<file path="src/rtl/ssp_consts.vh">
// constants of the synchronous sram port with wait time-out interrupt
// assumes one 250 mhz reference clock and an externally supplied memory link clock
//
// Operation
// - time-out when ready input stays waiting beyond the extension limit; interrupt may follow
// - writing 1 to enable-set enables, 1 to enable-clear disables; 0 has no effect
// - enable-set and enable-clear bits both read 1 when enabled, 0 when disabled
// - raw time-out flag sets on every time-out, enabled or not
// - gated time-out flag sets only when the interrupt is enabled
// - writing 1 to raw or gated flag clears both flags together
// - only chip selects five down to two serve synchronous accesses
// - address pins carry 32-bit aligned address, 64-bit aligned for 64-bit devices
// - bank pins unused for 32/64-bit; 16-bit uses upper pin; 8-bit uses both
// - byte enables used: eight for 64, four for 32, two for 16, one for 8
// - bursts issue a fresh command with new address every cycle, no burst advance
// - burst end with nothing pending for that chip select issues a deselect cycle
// - sync read drives chip select and address strobe low, new address each cycle
// - output enable asserts one cycle before programmed read latency elapses
// - read ends with deselect (cs high, strobe low); output enable released afterwards
// - read byte enables stay high unless read byte enable drive bit is set
// - sync write drives cs, strobe, write enable low with address, enables, data
// - read latency field: 10b gives two cycles, 01b gives one cycle
// - write latency field delays data: 00b none, 10b two cycles
// - read enable select 0: pin is address strobe; 1: read enable for fifo glue
// - chip select extend 1: on reads cs follows output enable
// - sync select bit 1 gives synchronous timing to that chip select
// - turnaround: count plus two around async, none same-cs reads, else one; the code also gives none between two writes
// - on extension counter expiry the access proceeds to hold regardless of ready
// - soft reset clears state machine, queues, interrupt registers; hard reset everything
`ifndef SSP_CONSTS_VH
`define SSP_CONSTS_VH
`define SSP_DW 64
`define SSP_BEW 8
`define SSP_AW 20
`define SSP_REQ_AW 23
`define SSP_BUF_W 72
`define SSP_BUF_DEPTH 2
`define SSP_PIPE 4
`define SSP_W8 2'b00
`define SSP_W16 2'b01
`define SSP_W32 2'b10
`define SSP_W64 2'b11
`define SSP_TA_ASYNC_EXTRA 3'h2
`define SSP_TA_DIFFER 3'h1
`define SSP_IRQ_EN_RST 1'b0
`endif

</file>
<file path="src/rtl/ssp_sync2.v">
// two flip-flop synchroniser for signals from outside the reference clock
// assumes each bit changes independently and is held for several clocks
module ssp_sync2 #(
  parameter W = 1
) (
  input wire clk,
  input wire rst,
  input wire [W-1:0] d,
  output reg [W-1:0] q
);
  reg [W-1:0] meta_reg;

  // first stage feeds only the second
  always @(posedge clk) begin
    if (rst) begin
      meta_reg <= {W{1'b0}};
      q <= {W{1'b0}};
    end else begin
      meta_reg <= d;
      q <= meta_reg;
    end
  end
endmodule // ssp_sync2

</file>
<file path="src/rtl/ssp_buf2.v">
// small fifo between the write data source and the memory sequencer
// assumes source and sink on the same clock; ready and flags come from flops
module ssp_buf2 #(
  parameter W = 72,
  parameter DEPTH = 2,
  parameter PW = 1
) (
  input wire clk,
  input wire clr,
  input wire in_valid,
  output reg in_ready,
  input wire [W-1:0] in_data,
  output reg out_valid,
  input wire out_ready,
  output wire [W-1:0] out_data
);
  reg [W-1:0] mem_reg [0:DEPTH-1];
  reg [PW-1:0] wr_ptr_reg;
  reg [PW-1:0] rd_ptr_reg;
  reg [PW:0] count_reg;
  wire push;
  wire pop;
  wire [PW:0] count_next;

  assign push = in_valid & in_ready;
  assign pop = out_valid & out_ready;
  assign out_data = mem_reg[rd_ptr_reg];
  assign count_next = count_reg + {{PW{1'b0}}, push} - {{PW{1'b0}}, pop};

  always @(posedge clk) begin
    if (push) begin
      mem_reg[wr_ptr_reg] <= in_data;
    end
  end

  always @(posedge clk) begin
    if (clr) begin
      wr_ptr_reg <= {PW{1'b0}};
      rd_ptr_reg <= {PW{1'b0}};
      count_reg <= {(PW+1){1'b0}};
      in_ready <= 1'b1;
      out_valid <= 1'b0;
    end else begin
      if (push) begin
        wr_ptr_reg <= (wr_ptr_reg == DEPTH - 1) ? {PW{1'b0}} : wr_ptr_reg + 1'b1;
      end
      if (pop) begin
        rd_ptr_reg <= (rd_ptr_reg == DEPTH - 1) ? {PW{1'b0}} : rd_ptr_reg + 1'b1;
      end
      count_reg <= count_next;
      in_ready <= (count_next != DEPTH);
      out_valid <= (count_next != 0);
    end
  end
endmodule // ssp_buf2

</file>
<file path="src/rtl/ssp_top.v">
// synchronous sram port sequencer with asynchronous wait time-out interrupt
// assumes link_clk is the memory clock from outside; pins settle between its edges
`include "ssp_consts.vh"
module ssp_top (
  input wire ref_clk,
  input wire rst,
  input wire soft_rst,
  input wire link_clk,
  input wire async_ready_in,
  input wire [63:0] ext_data_in,
  input wire req_valid,
  output reg req_ready,
  input wire req_write,
  input wire [1:0] req_cs,
  input wire [22:0] req_addr,
  input wire [3:0] req_len,
  input wire wr_valid,
  output wire wr_ready,
  input wire [63:0] wr_data,
  input wire [7:0] wr_be,
  output reg rd_valid,
  output reg [63:0] rd_data,
  input wire [3:0] sync_select,
  input wire [7:0] read_latency_field,
  input wire [7:0] write_latency_field,
  input wire [3:0] chip_select_extend,
  input wire [3:0] read_byte_enable_drive,
  input wire [3:0] read_enable_select,
  input wire [7:0] bus_width_select,
  input wire [1:0] turnaround_count,
  input wire [7:0] wait_extension_limit,
  input wire async_ready_wait_high,
  input wire irq_enable_set_wr,
  input wire timeout_irq_enable_set,
  input wire irq_enable_clear_wr,
  input wire timeout_irq_enable_clear,
  input wire irq_unmasked_wr,
  input wire timeout_raw_flag,
  input wire irq_gated_wr,
  input wire timeout_gated_flag,
  output reg irq_enable_set_reg,
  output reg irq_enable_clear_reg,
  output reg irq_unmasked_reg,
  output reg irq_gated_reg,
  output reg timeout_irq,
  output reg memory_clock_out,
  output reg [3:0] chip_select_n,
  output reg [19:0] ext_address_out,
  output reg [1:0] bank_out,
  output reg [7:0] byte_enable_n,
  output reg [63:0] ext_data_out,
  output reg ext_data_oe,
  output reg addr_strobe_or_read_en,
  output reg sync_output_enable_pin,
  output reg sync_write_enable_pin,
  output reg async_strobe_n
);
  localparam ST_IDLE = 3'd0;
  localparam ST_TURN = 3'd1;
  localparam ST_BURST = 3'd2;
  localparam ST_DESEL = 3'd3;
  localparam ST_DRAIN = 3'd4;
  localparam ST_ASTB = 3'd5;
  localparam ST_AHOLD = 3'd6;

  function [19:0] ssp_ea;
    input [22:0] a;
    input [1:0] w;
    ssp_ea = (w == `SSP_W64) ? a[22:3] : a[21:2];
  endfunction

  function [1:0] ssp_ba;
    input [22:0] a;
    input [1:0] w;
    case (w)
      `SSP_W8: ssp_ba = a[1:0];
      `SSP_W16: ssp_ba = {a[1], 1'b0};
      default: ssp_ba = 2'b00;
    endcase
  endfunction

  function [7:0] ssp_lanes;
    input [1:0] w;
    case (w)
      `SSP_W64: ssp_lanes = 8'hff;
      `SSP_W32: ssp_lanes = 8'h0f;
      `SSP_W16: ssp_lanes = 8'h03;
      default: ssp_lanes = 8'h01;
    endcase
  endfunction

  function [22:0] ssp_step;
    input [22:0] a;
    input [1:0] w;
    ssp_step = a + (23'h000001 << w);
  endfunction

  // latency code 00 has no meaning here, treat it as one cycle
  function [1:0] ssp_lat;
    input [1:0] f;
    ssp_lat = (f == 2'b00) ? 2'b01 : f;
  endfunction

  wire clr;
  wire link_s;
  wire [64:0] pin_s;
  wire ready_s;
  wire [63:0] data_s;
  wire tick;
  wire take;
  wire buf_valid;
  wire [71:0] buf_data;
  reg pop;
  reg link_d_reg;

  reg [2:0] state_reg, state_next;
  reg have_req_reg, have_req_next;
  reg cur_wr_reg, cur_wr_next;
  reg [1:0] cur_cs_reg, cur_cs_next;
  reg [22:0] cur_addr_reg, cur_addr_next;
  reg [3:0] beats_reg, beats_next;
  reg prev_valid_reg, prev_valid_next;
  reg prev_async_reg, prev_async_next;
  reg prev_wr_reg, prev_wr_next;
  reg [1:0] prev_cs_reg, prev_cs_next;
  reg [2:0] ta_cnt_reg, ta_cnt_next;
  reg [7:0] ext_cnt_reg, ext_cnt_next;
  reg [3:0] rd_pipe_reg, rd_pipe_next;
  reg [3:0] wv_pipe_reg, wv_pipe_next;
  reg [287:0] wd_pipe_reg, wd_pipe_next;
  reg [3:0] cs_n_next;
  reg [19:0] ea_next;
  reg [1:0] ba_next;
  reg [7:0] be_n_next;
  reg [63:0] dout_next;
  reg doe_next, ads_next, soe_next, swe_next, astb_next;
  reg rd_valid_next;
  reg [63:0] rd_data_next;
  reg timeout, issue, enter, async_drive, cont, soe_on;
  reg [2:0] ta_calc;
  reg irq_en_next, raw_next, gated_next;

  // per chip select configuration of the access in hand and of reads and writes in flight
  wire cur_async = ~sync_select[cur_cs_reg];
  wire [1:0] cur_w = bus_width_select[{cur_cs_reg, 1'b0} +: 2];
  wire [7:0] lanes = ssp_lanes(cur_w);
  wire cur_ext = chip_select_extend[cur_cs_reg];
  wire cur_sre = read_enable_select[cur_cs_reg];
  wire cur_rbe = read_byte_enable_drive[cur_cs_reg];
  wire [1:0] rl_p = ssp_lat(read_latency_field[{prev_cs_reg, 1'b0} +: 2]);
  wire [1:0] wl_p = write_latency_field[{prev_cs_reg, 1'b0} +: 2];
  wire wait_now = (ready_s == async_ready_wait_high);

  assign clr = rst | soft_rst;
  assign ready_s = pin_s[64];
  assign data_s = pin_s[63:0];
  assign tick = link_s & ~link_d_reg;
  assign take = req_valid & req_ready;

  ssp_sync2 #(.W(1)) u_link_sync (
    .clk(ref_clk),
    .rst(rst),
    .d(link_clk),
    .q(link_s)
  );

  ssp_sync2 #(.W(65)) u_pin_sync (
    .clk(ref_clk),
    .rst(rst),
    .d({async_ready_in, ext_data_in}),
    .q(pin_s)
  );

  // back-pressure reaches the writer through wr_ready
  ssp_buf2 #(.W(`SSP_BUF_W), .DEPTH(`SSP_BUF_DEPTH), .PW(1)) u_wbuf (
    .clk(ref_clk),
    .clr(clr),
    .in_valid(wr_valid),
    .in_ready(wr_ready),
    .in_data({wr_be, wr_data}),
    .out_valid(buf_valid),
    .out_ready(pop),
    .out_data(buf_data)
  );

  always @* begin
    if (!prev_valid_reg) begin
      ta_calc = 3'h0;
    end else if (prev_async_reg | cur_async) begin
      ta_calc = {1'b0, turnaround_count} + `SSP_TA_ASYNC_EXTRA;
    end else if (!prev_wr_reg && !cur_wr_reg) begin
      ta_calc = (prev_cs_reg == cur_cs_reg) ? 3'h0 : `SSP_TA_DIFFER;
    end else if (prev_wr_reg && cur_wr_reg) begin
      ta_calc = 3'h0;
    end else begin
      ta_calc = `SSP_TA_DIFFER;
    end
  end

  always @* begin
    state_next = state_reg;
    have_req_next = have_req_reg;
    cur_wr_next = cur_wr_reg;
    cur_cs_next = cur_cs_reg;
    cur_addr_next = cur_addr_reg;
    beats_next = beats_reg;
    prev_valid_next = prev_valid_reg;
    prev_async_next = prev_async_reg;
    prev_wr_next = prev_wr_reg;
    prev_cs_next = prev_cs_reg;
    ta_cnt_next = ta_cnt_reg;
    ext_cnt_next = ext_cnt_reg;
    rd_pipe_next = rd_pipe_reg;
    wv_pipe_next = wv_pipe_reg;
    wd_pipe_next = wd_pipe_reg;
    cs_n_next = chip_select_n;
    ea_next = ext_address_out;
    ba_next = bank_out;
    be_n_next = byte_enable_n;
    dout_next = ext_data_out;
    doe_next = ext_data_oe;
    ads_next = addr_strobe_or_read_en;
    soe_next = sync_output_enable_pin;
    swe_next = sync_write_enable_pin;
    astb_next = async_strobe_n;
    rd_valid_next = 1'b0;
    rd_data_next = rd_data;
    timeout = 1'b0;
    pop = 1'b0;
    issue = 1'b0;
    enter = 1'b0;
    async_drive = 1'b0;
    soe_on = 1'b0;
    cont = have_req_reg & ~cur_async & prev_valid_reg & ~prev_async_reg &
           (cur_cs_reg == prev_cs_reg) & (cur_wr_reg == prev_wr_reg);
    if (take) begin
      have_req_next = 1'b1;
      cur_wr_next = req_write;
      cur_cs_next = req_cs;
      cur_addr_next = req_addr;
      beats_next = req_len;
    end
    // outputs move only on link edges; idle levels unless a state drives them
    if (tick) begin
      cs_n_next = 4'hf;
      ads_next = 1'b1;
      swe_next = 1'b1;
      be_n_next = 8'hff;
      astb_next = 1'b1;
      rd_pipe_next = {rd_pipe_reg[2:0], 1'b0};
      wv_pipe_next = {wv_pipe_reg[2:0], 1'b0};
      wd_pipe_next = {wd_pipe_reg[215:0], buf_data};
      if (rd_pipe_reg[rl_p]) begin
        rd_valid_next = 1'b1;
        rd_data_next = data_s;
      end
    end
    case (state_reg)
      ST_IDLE: begin
        if (have_req_reg) begin
          ta_cnt_next = ta_calc;
          state_next = ST_TURN;
        end
      end
      ST_TURN: begin
        if (ta_cnt_reg != 3'h0) begin
          if (tick) begin
            ta_cnt_next = ta_cnt_reg - 3'h1;
          end
        end else if (!cur_async) begin
          state_next = ST_BURST;
          prev_valid_next = 1'b1;
          prev_async_next = 1'b0;
          prev_wr_next = cur_wr_reg;
          prev_cs_next = cur_cs_reg;
        end else if (tick && (!cur_wr_reg || buf_valid)) begin
          enter = 1'b1;
          prev_valid_next = 1'b1;
          prev_async_next = 1'b1;
          prev_wr_next = cur_wr_reg;
          prev_cs_next = cur_cs_reg;
        end
      end
      ST_BURST, ST_DESEL: begin
        if (tick) begin
          if (state_reg == ST_BURST || cont) begin
            // a write with no data yet waits with the bus idle
            issue = !cur_wr_reg || buf_valid;
            state_next = ST_BURST;
          end else begin
            ads_next = read_enable_select[prev_cs_reg];
            state_next = ST_DRAIN;
          end
        end
      end
      ST_DRAIN: begin
        if (rd_pipe_reg == 4'h0 && wv_pipe_reg == 4'h0 && sync_output_enable_pin) begin
          state_next = ST_IDLE;
        end
      end
      ST_ASTB: begin
        if (tick) begin
          async_drive = 1'b1;
          cs_n_next[cur_cs_reg] = 1'b0;
          be_n_next = byte_enable_n;
          doe_next = cur_wr_reg;
          if (wait_now && ext_cnt_reg != wait_extension_limit) begin
            astb_next = 1'b0;
            ext_cnt_next = ext_cnt_reg + 8'h01;
          end else begin
            timeout = wait_now;
            state_next = ST_AHOLD;
            if (!cur_wr_reg) begin
              rd_valid_next = 1'b1;
              rd_data_next = data_s;
            end
            cur_addr_next = ssp_step(cur_addr_reg, cur_w);
            if (beats_reg == 4'h0) begin
              have_req_next = 1'b0;
            end else begin
              beats_next = beats_reg - 4'h1;
            end
          end
        end
      end
      ST_AHOLD: begin
        if (tick) begin
          if (have_req_reg && (!cur_wr_reg || buf_valid)) begin
            enter = 1'b1;
          end else if (have_req_reg) begin
            async_drive = 1'b1;
            cs_n_next[cur_cs_reg] = 1'b0;
            be_n_next = byte_enable_n;
            doe_next = cur_wr_reg;
          end else begin
            state_next = ST_DRAIN;
          end
        end
      end
      default: begin
        state_next = ST_IDLE;
      end
    endcase
    // one command per link cycle, each with its own address
    if (issue) begin
      if (cur_wr_reg || !cur_ext) begin
        cs_n_next[cur_cs_reg] = 1'b0;
      end
      ea_next = ssp_ea(cur_addr_reg, cur_w);
      ba_next = ssp_ba(cur_addr_reg, cur_w);
      ads_next = cur_sre ? cur_wr_reg : 1'b0;
      if (cur_wr_reg) begin
        swe_next = 1'b0;
        pop = 1'b1;
        wv_pipe_next[0] = 1'b1;
        be_n_next = ~(buf_data[71:64] & lanes);
      end else begin
        rd_pipe_next[0] = 1'b1;
        be_n_next = cur_rbe ? ~lanes : 8'hff;
      end
      cur_addr_next = ssp_step(cur_addr_reg, cur_w);
      if (beats_reg == 4'h0) begin
        have_req_next = 1'b0;
        state_next = ST_DESEL;
      end else begin
        beats_next = beats_reg - 4'h1;
      end
    end
    if (enter) begin
      async_drive = 1'b1;
      state_next = ST_ASTB;
      ext_cnt_next = 8'h00;
      cs_n_next[cur_cs_reg] = 1'b0;
      astb_next = 1'b0;
      ea_next = ssp_ea(cur_addr_reg, cur_w);
      ba_next = ssp_ba(cur_addr_reg, cur_w);
      doe_next = cur_wr_reg;
      if (cur_wr_reg) begin
        pop = 1'b1;
        dout_next = buf_data[63:0];
        be_n_next = ~(buf_data[71:64] & lanes);
      end else begin
        be_n_next = ~lanes;
      end
    end
    if (tick) begin
      // enable covers the cycle before data and the data cycle itself
      soe_on = rd_pipe_next[rl_p] | rd_pipe_next[rl_p - 2'b01];
      soe_next = ~soe_on;
      if (soe_on && chip_select_extend[prev_cs_reg]) begin
        cs_n_next[prev_cs_reg] = 1'b0;
      end
      if (!async_drive) begin
        doe_next = wv_pipe_next[wl_p];
        dout_next = wd_pipe_next[wl_p * `SSP_BUF_W +: `SSP_DW];
      end
    end
  end

  always @* begin
    irq_en_next = irq_enable_set_reg;
    if (irq_enable_clear_wr && timeout_irq_enable_clear) begin
      irq_en_next = 1'b0;
    end
    if (irq_enable_set_wr && timeout_irq_enable_set) begin
      irq_en_next = 1'b1;
    end
    raw_next = irq_unmasked_reg;
    gated_next = irq_gated_reg;
    // either flag written with 1 clears both; a fresh time-out wins over the clear
    if ((irq_unmasked_wr && timeout_raw_flag) || (irq_gated_wr && timeout_gated_flag)) begin
      raw_next = 1'b0;
      gated_next = 1'b0;
    end
    if (timeout) begin
      raw_next = 1'b1;
      if (irq_enable_set_reg) begin
        gated_next = 1'b1;
      end
    end
  end

  always @(posedge ref_clk) begin
    if (clr) begin
      irq_enable_set_reg <= `SSP_IRQ_EN_RST;
      irq_enable_clear_reg <= `SSP_IRQ_EN_RST;
      irq_unmasked_reg <= 1'b0;
      irq_gated_reg <= 1'b0;
      timeout_irq <= 1'b0;
    end else begin
      irq_enable_set_reg <= irq_en_next;
      irq_enable_clear_reg <= irq_en_next;
      irq_unmasked_reg <= raw_next;
      irq_gated_reg <= gated_next;
      timeout_irq <= gated_next;
    end
  end

  always @(posedge ref_clk) begin
    if (rst) begin
      link_d_reg <= 1'b0;
      memory_clock_out <= 1'b0;
    end else begin
      link_d_reg <= link_s;
      memory_clock_out <= link_s;
    end
  end

  always @(posedge ref_clk) begin
    if (clr) begin
      state_reg <= ST_IDLE;
      have_req_reg <= 1'b0;
      cur_wr_reg <= 1'b0;
      cur_cs_reg <= 2'h0;
      cur_addr_reg <= 23'h000000;
      beats_reg <= 4'h0;
      prev_valid_reg <= 1'b0;
      prev_async_reg <= 1'b0;
      prev_wr_reg <= 1'b0;
      prev_cs_reg <= 2'h0;
      ta_cnt_reg <= 3'h0;
      ext_cnt_reg <= 8'h00;
      rd_pipe_reg <= 4'h0;
      wv_pipe_reg <= 4'h0;
      wd_pipe_reg <= 288'h0;
      req_ready <= 1'b0;
      rd_valid <= 1'b0;
      rd_data <= 64'h0;
      chip_select_n <= 4'hf;
      ext_address_out <= 20'h00000;
      bank_out <= 2'h0;
      byte_enable_n <= 8'hff;
      ext_data_out <= 64'h0;
      ext_data_oe <= 1'b0;
      addr_strobe_or_read_en <= 1'b1;
      sync_output_enable_pin <= 1'b1;
      sync_write_enable_pin <= 1'b1;
      async_strobe_n <= 1'b1;
    end else begin
      state_reg <= state_next;
      have_req_reg <= have_req_next;
      cur_wr_reg <= cur_wr_next;
      cur_cs_reg <= cur_cs_next;
      cur_addr_reg <= cur_addr_next;
      beats_reg <= beats_next;
      prev_valid_reg <= prev_valid_next;
      prev_async_reg <= prev_async_next;
      prev_wr_reg <= prev_wr_next;
      prev_cs_reg <= prev_cs_next;
      ta_cnt_reg <= ta_cnt_next;
      ext_cnt_reg <= ext_cnt_next;
      rd_pipe_reg <= rd_pipe_next;
      wv_pipe_reg <= wv_pipe_next;
      wd_pipe_reg <= wd_pipe_next;
      // a request is only accepted while idle or while a deselect is pending
      req_ready <= ~have_req_next & ((state_next == ST_IDLE) | (state_next == ST_DESEL));
      rd_valid <= rd_valid_next;
      rd_data <= rd_data_next;
      chip_select_n <= cs_n_next;
      ext_address_out <= ea_next;
      bank_out <= ba_next;
      byte_enable_n <= be_n_next;
      ext_data_out <= dout_next;
      ext_data_oe <= doe_next;
      addr_strobe_or_read_en <= ads_next;
      sync_output_enable_pin <= soe_next;
      sync_write_enable_pin <= swe_next;
      async_strobe_n <= astb_next;
    end
  end
endmodule // ssp_top

</file>
<file path="config.mk">
export PLATFORM = sky130hd
export DESIGN_NAME = ssp_top
export DESIGN_NICKNAME = d
export VERILOG_FILES = /design/src/rtl/ssp_sync2.v /design/src/rtl/ssp_buf2.v /design/src/rtl/ssp_top.v
export VERILOG_INCLUDE_DIRS = /design/src /design/src/rtl
export SDC_FILE = /design/constraint.sdc
export NUM_CORES = 1
export LEC_CHECK = 0
export BUFFER_PORTS_ARGS = -buffer_cell sky130_fd_sc_hd__buf_2
export CAP_MARGIN = 25
export CORE_ASPECT_RATIO = 1.2
export CORE_MARGIN = 4
export CORE_UTILIZATION = 55
export CTS_BUF_LIST = sky130_fd_sc_hd__clkbuf_8
export DETAILED_ROUTE_END_ITERATION = 8
export PLACE_DENSITY = 0.76
export REMOVE_ABC_BUFFERS = 1
export SLEW_MARGIN = 20
export SYNTH_ARGS = -nofsm -noshare
export SYNTH_HDL_FRONTEND = slang
export SYNTH_SLANG_ARGS = --single-unit
</file>
<file path="constraint.sdc">
create_clock -name ref_clk -period 8.03 [get_ports ref_clk]
set_input_delay 1.2045 -clock ref_clk [delete_from_list [all_inputs] [get_ports ref_clk]]
set_output_delay 1.2045 -clock ref_clk [all_outputs]
set_load 0.02 [all_outputs]
</file>
# [After elaboration in Yosys (flattened, before gate mapping)]
# Memories as Yosys holds them, arrays and structs flattened. A register that Yosys moved wholly into a read port is not among the register bits.
# Index checks and enable logic that the tools add are counted.
[word_totals] ramBits=144 n_memories=1 wordCells=340 register_bits=657 input_bits=232 out_inout_bits=176
[classes] magnitude_cmp=7 mul=1 addsub=10 shifts=5 bitwise_logic=29 reduce_logical=41 muxes=184 n_eq_ne=21
[memory_table] memory="u_wbuf.mem_reg" words=2 width=72 read_ports=1 rd_clocked_by_memory_dff=1 write_ports=1 line_no="ssp_buf2.v:17" rtl="reg [W-1:0] mem_reg [0:DEPTH-1];"
[op_table] cell="$mux 64" count=10
[op_table] cell="$mux 288" count=1
[op_table] cell="$shiftx 288x10->64" count=1
[op_table] cell="$mux 23" count=5
[op_table] cell="$mux 1" count=91
[op_table] cell="$mux 8" count=10
[op_table] cell="$mux 4" count=19
[op_table] cell="$mux 20" count=3
[op_table] cell="$mux 3" count=19
[op_table] cell="$pmux 8 s3" count=1
[op_table] cell="$shiftx 8x4->2" count=3
[op_table] cell="$add 23x23->23" count=1
[op_table] cell="$shl 1x2->23 const A" count=1
[op_table] cell="$bmux 1 s2" count=10
[op_table] cell="$pmux 3 s6" count=1
[op_table] cell="$and 4x4->4" count=4
[op_table] cell="$not 8->8" count=2
[op_table] cell="$pmux 8 s2" count=1
[op_table] cell="$lt 2x3->1 const B" count=5
[op_table] cell="$logic_and 1x1->1" count=14
[op_table] cell="$logic_not 4->1" count=3
[op_table] cell="$reduce_bool 2->1" count=6
[op_table] cell="$and 1x1->1" count=10
[op_table] cell="$mux 2" count=5
[op_table] cell="39 further kinds" count=72

# [Logic depth before layout (Yosys ltp)]
# Gate-level depths: netlist (run 1).
[logic_depth] word_depth=18 mapped_depth=15 ltp_nobuf=13

# [Hierarchy]
# From an unflattened synthesis (run 1), not the netlist that was laid out.
[hier_totals] cells_unflattened=3349 area_unflattened_um2=30292.8
[modules_own_cells] mod="ssp_top" n_inst=1 seq_area_each_um2=9749.4 cells_per_inst=2817 area_per_inst_um2=21289.2
[modules_own_cells] mod="ssp_buf2" n_inst=1 seq_area_each_um2=4464.3 cells_per_inst=254 area_per_inst_um2=5462.7
[modules_own_cells] mod="ssp_sync2 at u_pin_sync" n_inst=1 seq_area_each_um2=2602.5 cells_per_inst=274 area_per_inst_um2=3488.3
[modules_own_cells] mod="ssp_sync2 at u_link_sync" n_inst=1 seq_area_each_um2=40.0 cells_per_inst=4 area_per_inst_um2=52.6

# [Worst setup path after synthesis (run 1)]
# OpenSTA, ideal clock, no wires.
[synth_timing] path_type="input port to flip-flop" from="input port wr_valid" to="memory u_wbuf.mem_reg[0][0] (enable)" n_path_buf=0 arrival_time_ns=4.313 required_time_ns=7.527 setup_ns=0.503 path_slack_ns=3.214 stages=2 cell_sequence="nand2_1 nor2_1"
[synth_via] elab_chain_cells=3
[synth_rtl] element="start, declared" line_no="ssp_top.v:17" rtl="input wire wr_valid,"
[synth_rtl] element="$and 1x1->1" line_no="ssp_buf2.v:25" rtl="assign push = in_valid & in_ready;"
[synth_rtl] element="$mux 1" line_no="ssp_buf2.v:31" rtl="if (push) begin"
[synth_rtl] element="$mux 1 (not written as such)" line_no="ssp_buf2.v:32" rtl="mem_reg[wr_ptr_reg] <= in_data;"
[synth_rtl] element="end, declared" line_no="ssp_buf2.v:17"
# Every way passes these cells.

# [Worst setup path after layout (run 1)]
[layout_timing] from="register cur_cs_reg[0]" to="register cur_addr_reg[16]"
[layout_via] elab_chain_cells=12 word_cells_on_any_way=19 classes_between="add/sub (1); eq/ne (1); shift (2); mux (9); bitwise (5); reduce/logical (1)"
[layout_rtl] element="start, declared" line_no="ssp_top.v:119" rtl="reg [1:0] cur_cs_reg, cur_cs_next;"
[layout_rtl] element="start signal, assigned" line_no="ssp_top.v:483" rtl="cur_cs_reg <= cur_cs_next;"
[layout_rtl] element="branches (longest 11 deep; another with $add 23x23->23)"
[layout_rtl] element="$mux 23 *" line_no="ssp_top.v:345" rtl="if (issue) begin"
[layout_rtl] element="end signal, assigned" line_no="ssp_top.v:484" rtl="cur_addr_reg <= cur_addr_next;"
[layout_rtl] element="end, declared" line_no="ssp_top.v:120" rtl="reg [22:0] cur_addr_reg, cur_addr_next;"
# Every way passes the cells marked *. The select of a mux whose other input is x is not followed.
# A chain may end at the register's enable or synchronous reset.

==> flow_summary.yaml, run 1 <==
clock_tree:
  clkTransAtPathRegs_ns: 0.07
  clkLatencyLatePin_ns: 0.73
  cts_resized: 0
  root_buffer: "clkbuf_8"
  cts_sinks: 770
  h-tree-depth: 3
  cts_made_buffers: 113
  clk_path_buf_depth: 3
  cts_tree: "built"
  ctsHoldBuffers: 0
  postCtsSetupBuffers: 0
grt:
  grt_max_degree: 247
  grt_pass1_vias: 24300
  groute.usage.overall_pct: 25.7
  antenna_found_initial: 11
  grt_pass1_wl_um: 129000
  gr-total-overflow: 0
drt:
  post-route-drc-count: 0
  vias_per_cell: 5.74
  num_vias: 25500
  routed_wl_um: 81500
  drtPass1Iterations: 5
  drt_iter0_drc: 1865
  wl_per_cell_um: 18.4
  ant_nets: 0
status:
  outcome: "complete, no violations"
sta:
  finalSetupViolCount: 0
  post-route-min-period_ns: 4.94
  fin_skew_ns: 0.0462
  tns_ns: 0
  fmax_mhz: 202
  tightestPinTransition_ns: 1.19
  fin_ws_ns: 3.09
  post-route-period-util_pct: 61.6
  rsz0062_at_grt: "false"
  hold_viol: 0
  max_slew_margin_pct: 20.6
  slew_violations: 0
worst_setup_path:
  arrival_ns: 5.57
  critPathLaunchType: "flop"
  crit_required_ns: 8.65
  end_kind: "flop"
  crit_fanout: 24
  worst-setup-path-type: "reg -> reg"
place:
  portBuffers: 407
  dp.final_hpwl_um: 49700
  place_area_um2: 33500
  dp_slack_ns: 2.82
  gp_congestion: 0.868
pwr:
  p_per_area_nw_per_um2: 214
  p_leak_uw: 0.0128
  peakVddDrop_v: 0.000184
logic_synthesis:
  yosys_warnings: 0
  yosysUniqueCellTypes: 76
  synthArstFlopShare_pct: 0
  syn_avg_cell_area_um2: 9.42
  yosysTopAreaCellShare_pct: 40.0
  netlist_instances: 3327
  synth-seq-cells: 770
  synth_area_leader_cell: "dfxtp_1"
  seq_area_frac_synth_pct: 53.8
  synth.area.top_cells: "dfxtp_1, edfxtp_1, nand2_1, a21oi_1, o21ai_0"
  synth_flop_cell: "dfxtp_1"
  netlist_area_um2: 31300
  synth_edf_count: 144
die:
  die_h_um: 269
  core_um2: 56200
  start_util_pct: 55.7
  io_pins: 408
  dieArea_um2: 60900
  placementRows: 95
  die_w_um: 226
cells_and_area:
  final_util_pct: 63.8
  syn2layout_area_growth_pct: 14.4
  final_cell_mix: "dfxtp_1, nand2_1, buf_2"
  largest_reg_flops: 256
  final_common_cell: "dfxtp_1"
  drive_above_1_share_pct: 22.8
  layout.nets: 3856
  final_cell_area_um2: 35800
  fillers: 4676
worst_hold_path:
  worstHoldPathType: "reg -> reg"
flow_run:
  drv_cap: 0
synth_stat cells (16+ instances only):
library cell	instances
and3_1	16
inv_1	18
clkbuf_1	203
a211oi_1	81
o221a_2	68
edfxtp_1	144
buf_1	18
a311oi_1	27
nor2_4	20
a21oi_2	51
dfxtp_1	626
o21ai_0	215
nor2_1	246
o22ai_2	52
nor2b_1	144
nand2_1	620
xnor2_1	20
nor2_2	24
mux2i_1	82
o22ai_1	84
buf_2	34
nor3_1	22
a21oi_1	235
nand3_1	85
metrics by stage:
stage          hold slack [ns]  instances  total power, uW
2_1_floorplan            0.414       3054             4470
3_3_place_gp             0.416       4217             4630
3_5_place_dp             0.420       4218             4640
4_1_cts                  0.425       4430             7740
5_1_grt                  0.444       4439             7980
6_report                 0.426       4442             7670
layer usage:
metal / vias to the layer above / track usage (%) / share of wire (%)
met4: 8 / 10.8 / 3.6
met2: 899 / 43.0 / 49
li1: 12300 / - / -
met1: 12100 / 31.6 / 40
met3: 185 / 6.64 / 7.8
met5: - / 0 / 0.045
cell families (layout without fill, tap and decap cells):
logic type / count (synthesis) / count (layout) / share of synthesized area (%)
AO/OA/AOI/OAI: 891 / 891 / 19.6
other: 0 / 8 / 0
XOR/XNOR: 27 / 27 / 0.755
adder cells (fa/ha/maj): 14 / 14 / 0.583
flip-flops: 770 / 770 / 53.8
AND/OR/NAND/NOR: 1237 / 1237 / 17.8
multiplexers: 97 / 97 / 3.55
buffers and inverters: 291 / 671 / 3.99
final cells by class:
type	instances	area [um2]	area share, %
diodes	8	20.0	0.0558
flip-flops and latches	770	16900	47.0
repair buffers	441	2380	6.64
clock inverters	77	425	1.19
well taps	727	910	2.54
clock buffers	135	1860	5.18
inverters	18	67.6	0.188
multi-input cells	2266	13300	37.2
final timing paths:
check / startpoint / slack (ns) / cells after the start / endpoint
setup reg to reg: cur_cs_reg[0] / 3.09 / 9 / cur_addr_reg[16]
hold reg to reg: u_pin_sync.meta_reg[48] / 0.43 / 1 / u_pin_sync.q[48]
setup / recovery: cur_cs_reg[0] / 3.09 / 9 / cur_addr_reg[16]
hold / removal: u_pin_sync.meta_reg[48] / 0.43 / 1 / u_pin_sync.q[48]
power by group:
group	leakage, uW	switching, uW	internal, uW
combinational	0.00497	332	180
sequential	0.00643	32.0	4020
clock	0.00136	1480	1630
total	0.0128	1840	5830
worst max-delay path, cell delays in order (launching register included):
cell	delay, ns
dfxtp_1	0.79
mux4_2	0.66
nand2_1	0.65
inv_1	0.56
ha_1	0.53
o211ai_1	0.15
a211oi_2	0.60
nand2_1	0.21
or4_1	0.51
a31oi_1	0.18
Power figures use the tool's default switching activity.
==> run 2, diff against run 1 <==
--- a/config.mk
+++ b/config.mk
@@ -6,6 +6,7 @@
 export SDC_FILE = /design/constraint.sdc
 export NUM_CORES = 1
 export LEC_CHECK = 0
+export ABC_AREA = 1
 export BUFFER_PORTS_ARGS = -buffer_cell sky130_fd_sc_hd__buf_2
 export CAP_MARGIN = 25
 export CORE_ASPECT_RATIO = 1.2
@@ -13,7 +14,7 @@
 export CORE_UTILIZATION = 55
 export CTS_BUF_LIST = sky130_fd_sc_hd__clkbuf_8
 export DETAILED_ROUTE_END_ITERATION = 8
-export PLACE_DENSITY = 0.76
+export PLACE_DENSITY = 0.77
 export REMOVE_ABC_BUFFERS = 1
 export SLEW_MARGIN = 20
 export SYNTH_ARGS = -nofsm -noshare
==> constraint.sdc (replaced) <==
create_clock -name ref_clk -period 4.66 [get_ports ref_clk]
set_input_delay 0.699 -clock ref_clk [delete_from_list [all_inputs] [get_ports ref_clk]]
set_output_delay 0.699 -clock ref_clk [all_outputs]
set_load 0.02 [all_outputs]
==> run 2 against run 1 <==
Combinational power grew 75%. Final area shrank 0.69%. Cell count grew 13%. Critical endpoint unchanged. Die area shrank 0.82%. Largest power group unchanged. Register-to-register slack lost 2.0 ns. Core utilization shrank 0.17 points. Synthesized cell count grew 16%. Largest cell class unchanged.
==> flow_summary.yaml, run 2 <==
logic_synthesis:
  synthArstFlopShare_pct: 0
  yosys_warnings: 0
  synth.area.top_cells: "dfxtp_1, edfxtp_1, nor2_1, nand2_1, o21ai_0"
  synth_area_leader_cell: "dfxtp_1"
  yosysTopAreaCellShare_pct: 40.3
  syn_avg_cell_area_um2: 8.02
  seq_area_frac_synth_pct: 54.3
  synth_edf_count: 144
  netlist_area_um2: 31100
  synth_flop_cell: "dfxtp_1"
  netlist_instances: 3875
  synthMostInstantiatedCell: "nor2_1"
  synth-seq-cells: 770
  synthTopCellsByCount: "nor2_1, nand2_1, dfxtp_1"
  yosysUniqueCellTypes: 48
drt:
  ant_nets: 0
  drt_iter0_drc: 2046
  wl_per_cell_um: 15.6
  drtPass1Iterations: 6
  num_vias: 26300
  post-route-drc-count: 0
  routed_wl_um: 78600
  vias_per_cell: 5.23
sta:
  slew_violations: 0
  hold_viol: 0
  fin_hold_ws_ns: 0.138
  post-route-period-util_pct: 77.3
  finalSetupViolCount: 0
  max_slew_margin_pct: 26.0
  rsz0062_at_grt: "false"
  fmax_mhz: 278
  tightestPinTransition_ns: 1.11
  post-route-min-period_ns: 3.60
  fin_skew_ns: 0.0287
flow_run:
  drv_cap: 0
clock_tree:
  cts_sinks: 770
  h-tree-depth: 3
  ctsHoldBuffers: 0
  cts_made_buffers: 115
  postCtsSetupBuffers: 0
  cts_resized: 0
  clkLatencyLatePin_ns: 0.75
  clkTransAtPathRegs_ns: 0.07
  cts_tree: "built"
  root_buffer: "clkbuf_8"
  clk_path_buf_depth: 3
grt:
  antenna_found_initial: 13
  gr-total-overflow: 0
  grt_max_degree: 198
  groute.usage.overall_pct: 24.8
  grt_pass1_wl_um: 123000
  grt_pass1_vias: 24500
cells_and_area:
  largest_reg_flops: 256
  final_util_pct: 63.6
  syn2layout_area_growth_pct: 14.6
  regArea_um2: 16900
  final_cell_mix: "nand2_1, nor2_1, dfxtp_1"
  multi_input_area_um2: 12000
  fillers: 4808
  layout.nets: 4439
  drive_above_1_share_pct: 15.1
status:
  outcome: "complete, no violations"
worst_setup_path:
  crit_slowest_cell: "dfxtp_1"
  worst_path_largest_cell_delay_ns: 0.50
  crit_path_cell_trace: "nor2_1 > a22o_1 > a21oi_1 > nand2_1 > nor2_1 > ha_1 > inv_1 > fa_1 > nand3b_1 > nand2_1 > nand4_1 > nor2_1 > nand2_1 > nor2_1 > a21oi_1 > o21ai_0 > nand2_1 > nor2_1"
  arrival_ns: 4.27
  critPathLaunchType: "flop"
  crit_fanout: 8
  crit_required_ns: 5.33
  cp_common_cell: "nor2_1"
  worst-setup-path-type: "reg -> reg"
  end_kind: "flop"
place:
  portBuffers: 407
  dp.final_hpwl_um: 48600
  gp_congestion: 0.905
pwr:
  p_per_area_nw_per_um2: 373
  p_leak_uw: 0.0154
  peakVddDrop_v: 0.000371
  total_power_uw: 13300
die:
  core_um2: 56000
  dieArea_um2: 60400
  die_h_um: 268
  start_util_pct: 55.5
  placementRows: 95
  die_w_um: 225
  io_pins: 408
worst_hold_path:
  worstHoldPathType: "in -> reg"
-- run 2: cell count changes in the layout (fill, tap and decap cells not counted), moves of 24 or more --
cell and change:
a21oi_1 -91, a311oi_1 -27, a21oi_2 -51, o221a_2 -68
nand3_1 -24, nor2b_1 -143, o21ai_1 +67, o22ai_2 -52
o21ai_0 +123, mux2i_1 +47, nor2_1 +561, inv_1 +240
nand2_1 +186, a211oi_1 -75
-- run 2: critical path: cells and delay by family, from the launching register on --
family / cells / cell delay [ns]
buffers and inverters: 1 / 0.09
AO/OA/AOI/OAI: 4 / 0.50
AND/OR/NAND/NOR: 11 / 1.82
adder cells (fa/ha/maj): 2 / 0.62
flip-flops: 1 / 0.50
-- run 2: final timing paths --
check | startpoint | to | slack, ns | depth (start not counted)
setup reg to reg | cur_cs_reg[1] | cur_addr_reg[16] | 1.06 | 18
hold / removal | wr_data[34] | u_wbuf.mem_reg[1][34] | 0.14 | 1
hold reg to reg | u_pin_sync.meta_reg[6] | u_pin_sync.q[6] | 0.40 | 2
setup / recovery | cur_cs_reg[1] | cur_addr_reg[16] | 1.06 | 18
-- run 2: final cells by class --
type / instances / area share (%)
Antenna cell: 8 / 0.0562
Clock inverter: 82 / 1.46
Tap cell: 727 / 2.56
Sequential cell: 770 / 47.4
Timing Repair Buffer: 441 / 6.66
Inverter: 295 / 3.14
Multi-Input combinational cell: 2570 / 33.8
Clock buffer: 128 / 4.95
-- run 2: where the power goes --
part	switching [uW]	internal, uW
Sequential	57.7	6950
Combinational	598	296
Clock	2620	2770
-- run 2: logic make-up (layout without fill, tap and decap cells) --
group | Yosys count | after routing | synth area share, %
mux | 129 | 129 | 4.16
fa+ha+maj | 14 | 14 | 0.588
xor+xnor | 33 | 33 | 0.930
buf+inv | 535 | 946 | 7.12
compound gates | 666 | 666 | 11.4
other cells | 0 | 8 | 0
flops | 770 | 770 | 54.3
simple gates | 1728 | 1728 | 21.6
-- run 2: layer usage --
| layer | share of wire [%] | GRT usage (%) | wire (um) | up-vias |
|---|---|---|---|---|
| met3 | 7.4 | 5.71 | 5790 | 191 |
| met1 | 41 | 30.5 | 32200 | 12100 |
| met2 | 48 | 41.7 | 37400 | 871 |
| met4 | 4.0 | 11.7 | 3160 | 10 |
| li1 | - | - | - | 13100 |
| met5 | 0.078 | 0 | 61 | - |
-- run 2: metrics by stage --
stage	setup TNS (ns)	setup slack [ns]	cells	instance area (um2)
after floorplan	-4075.88	-10.95	3635	30000
after global placement	0	1.03	4802	33300
after detailed placement	0	1.00	4803	33300
after CTS	0	1.10	5013	35600
after global routing	0	0.705	5020	35600
final	0	1.06	5021	35600
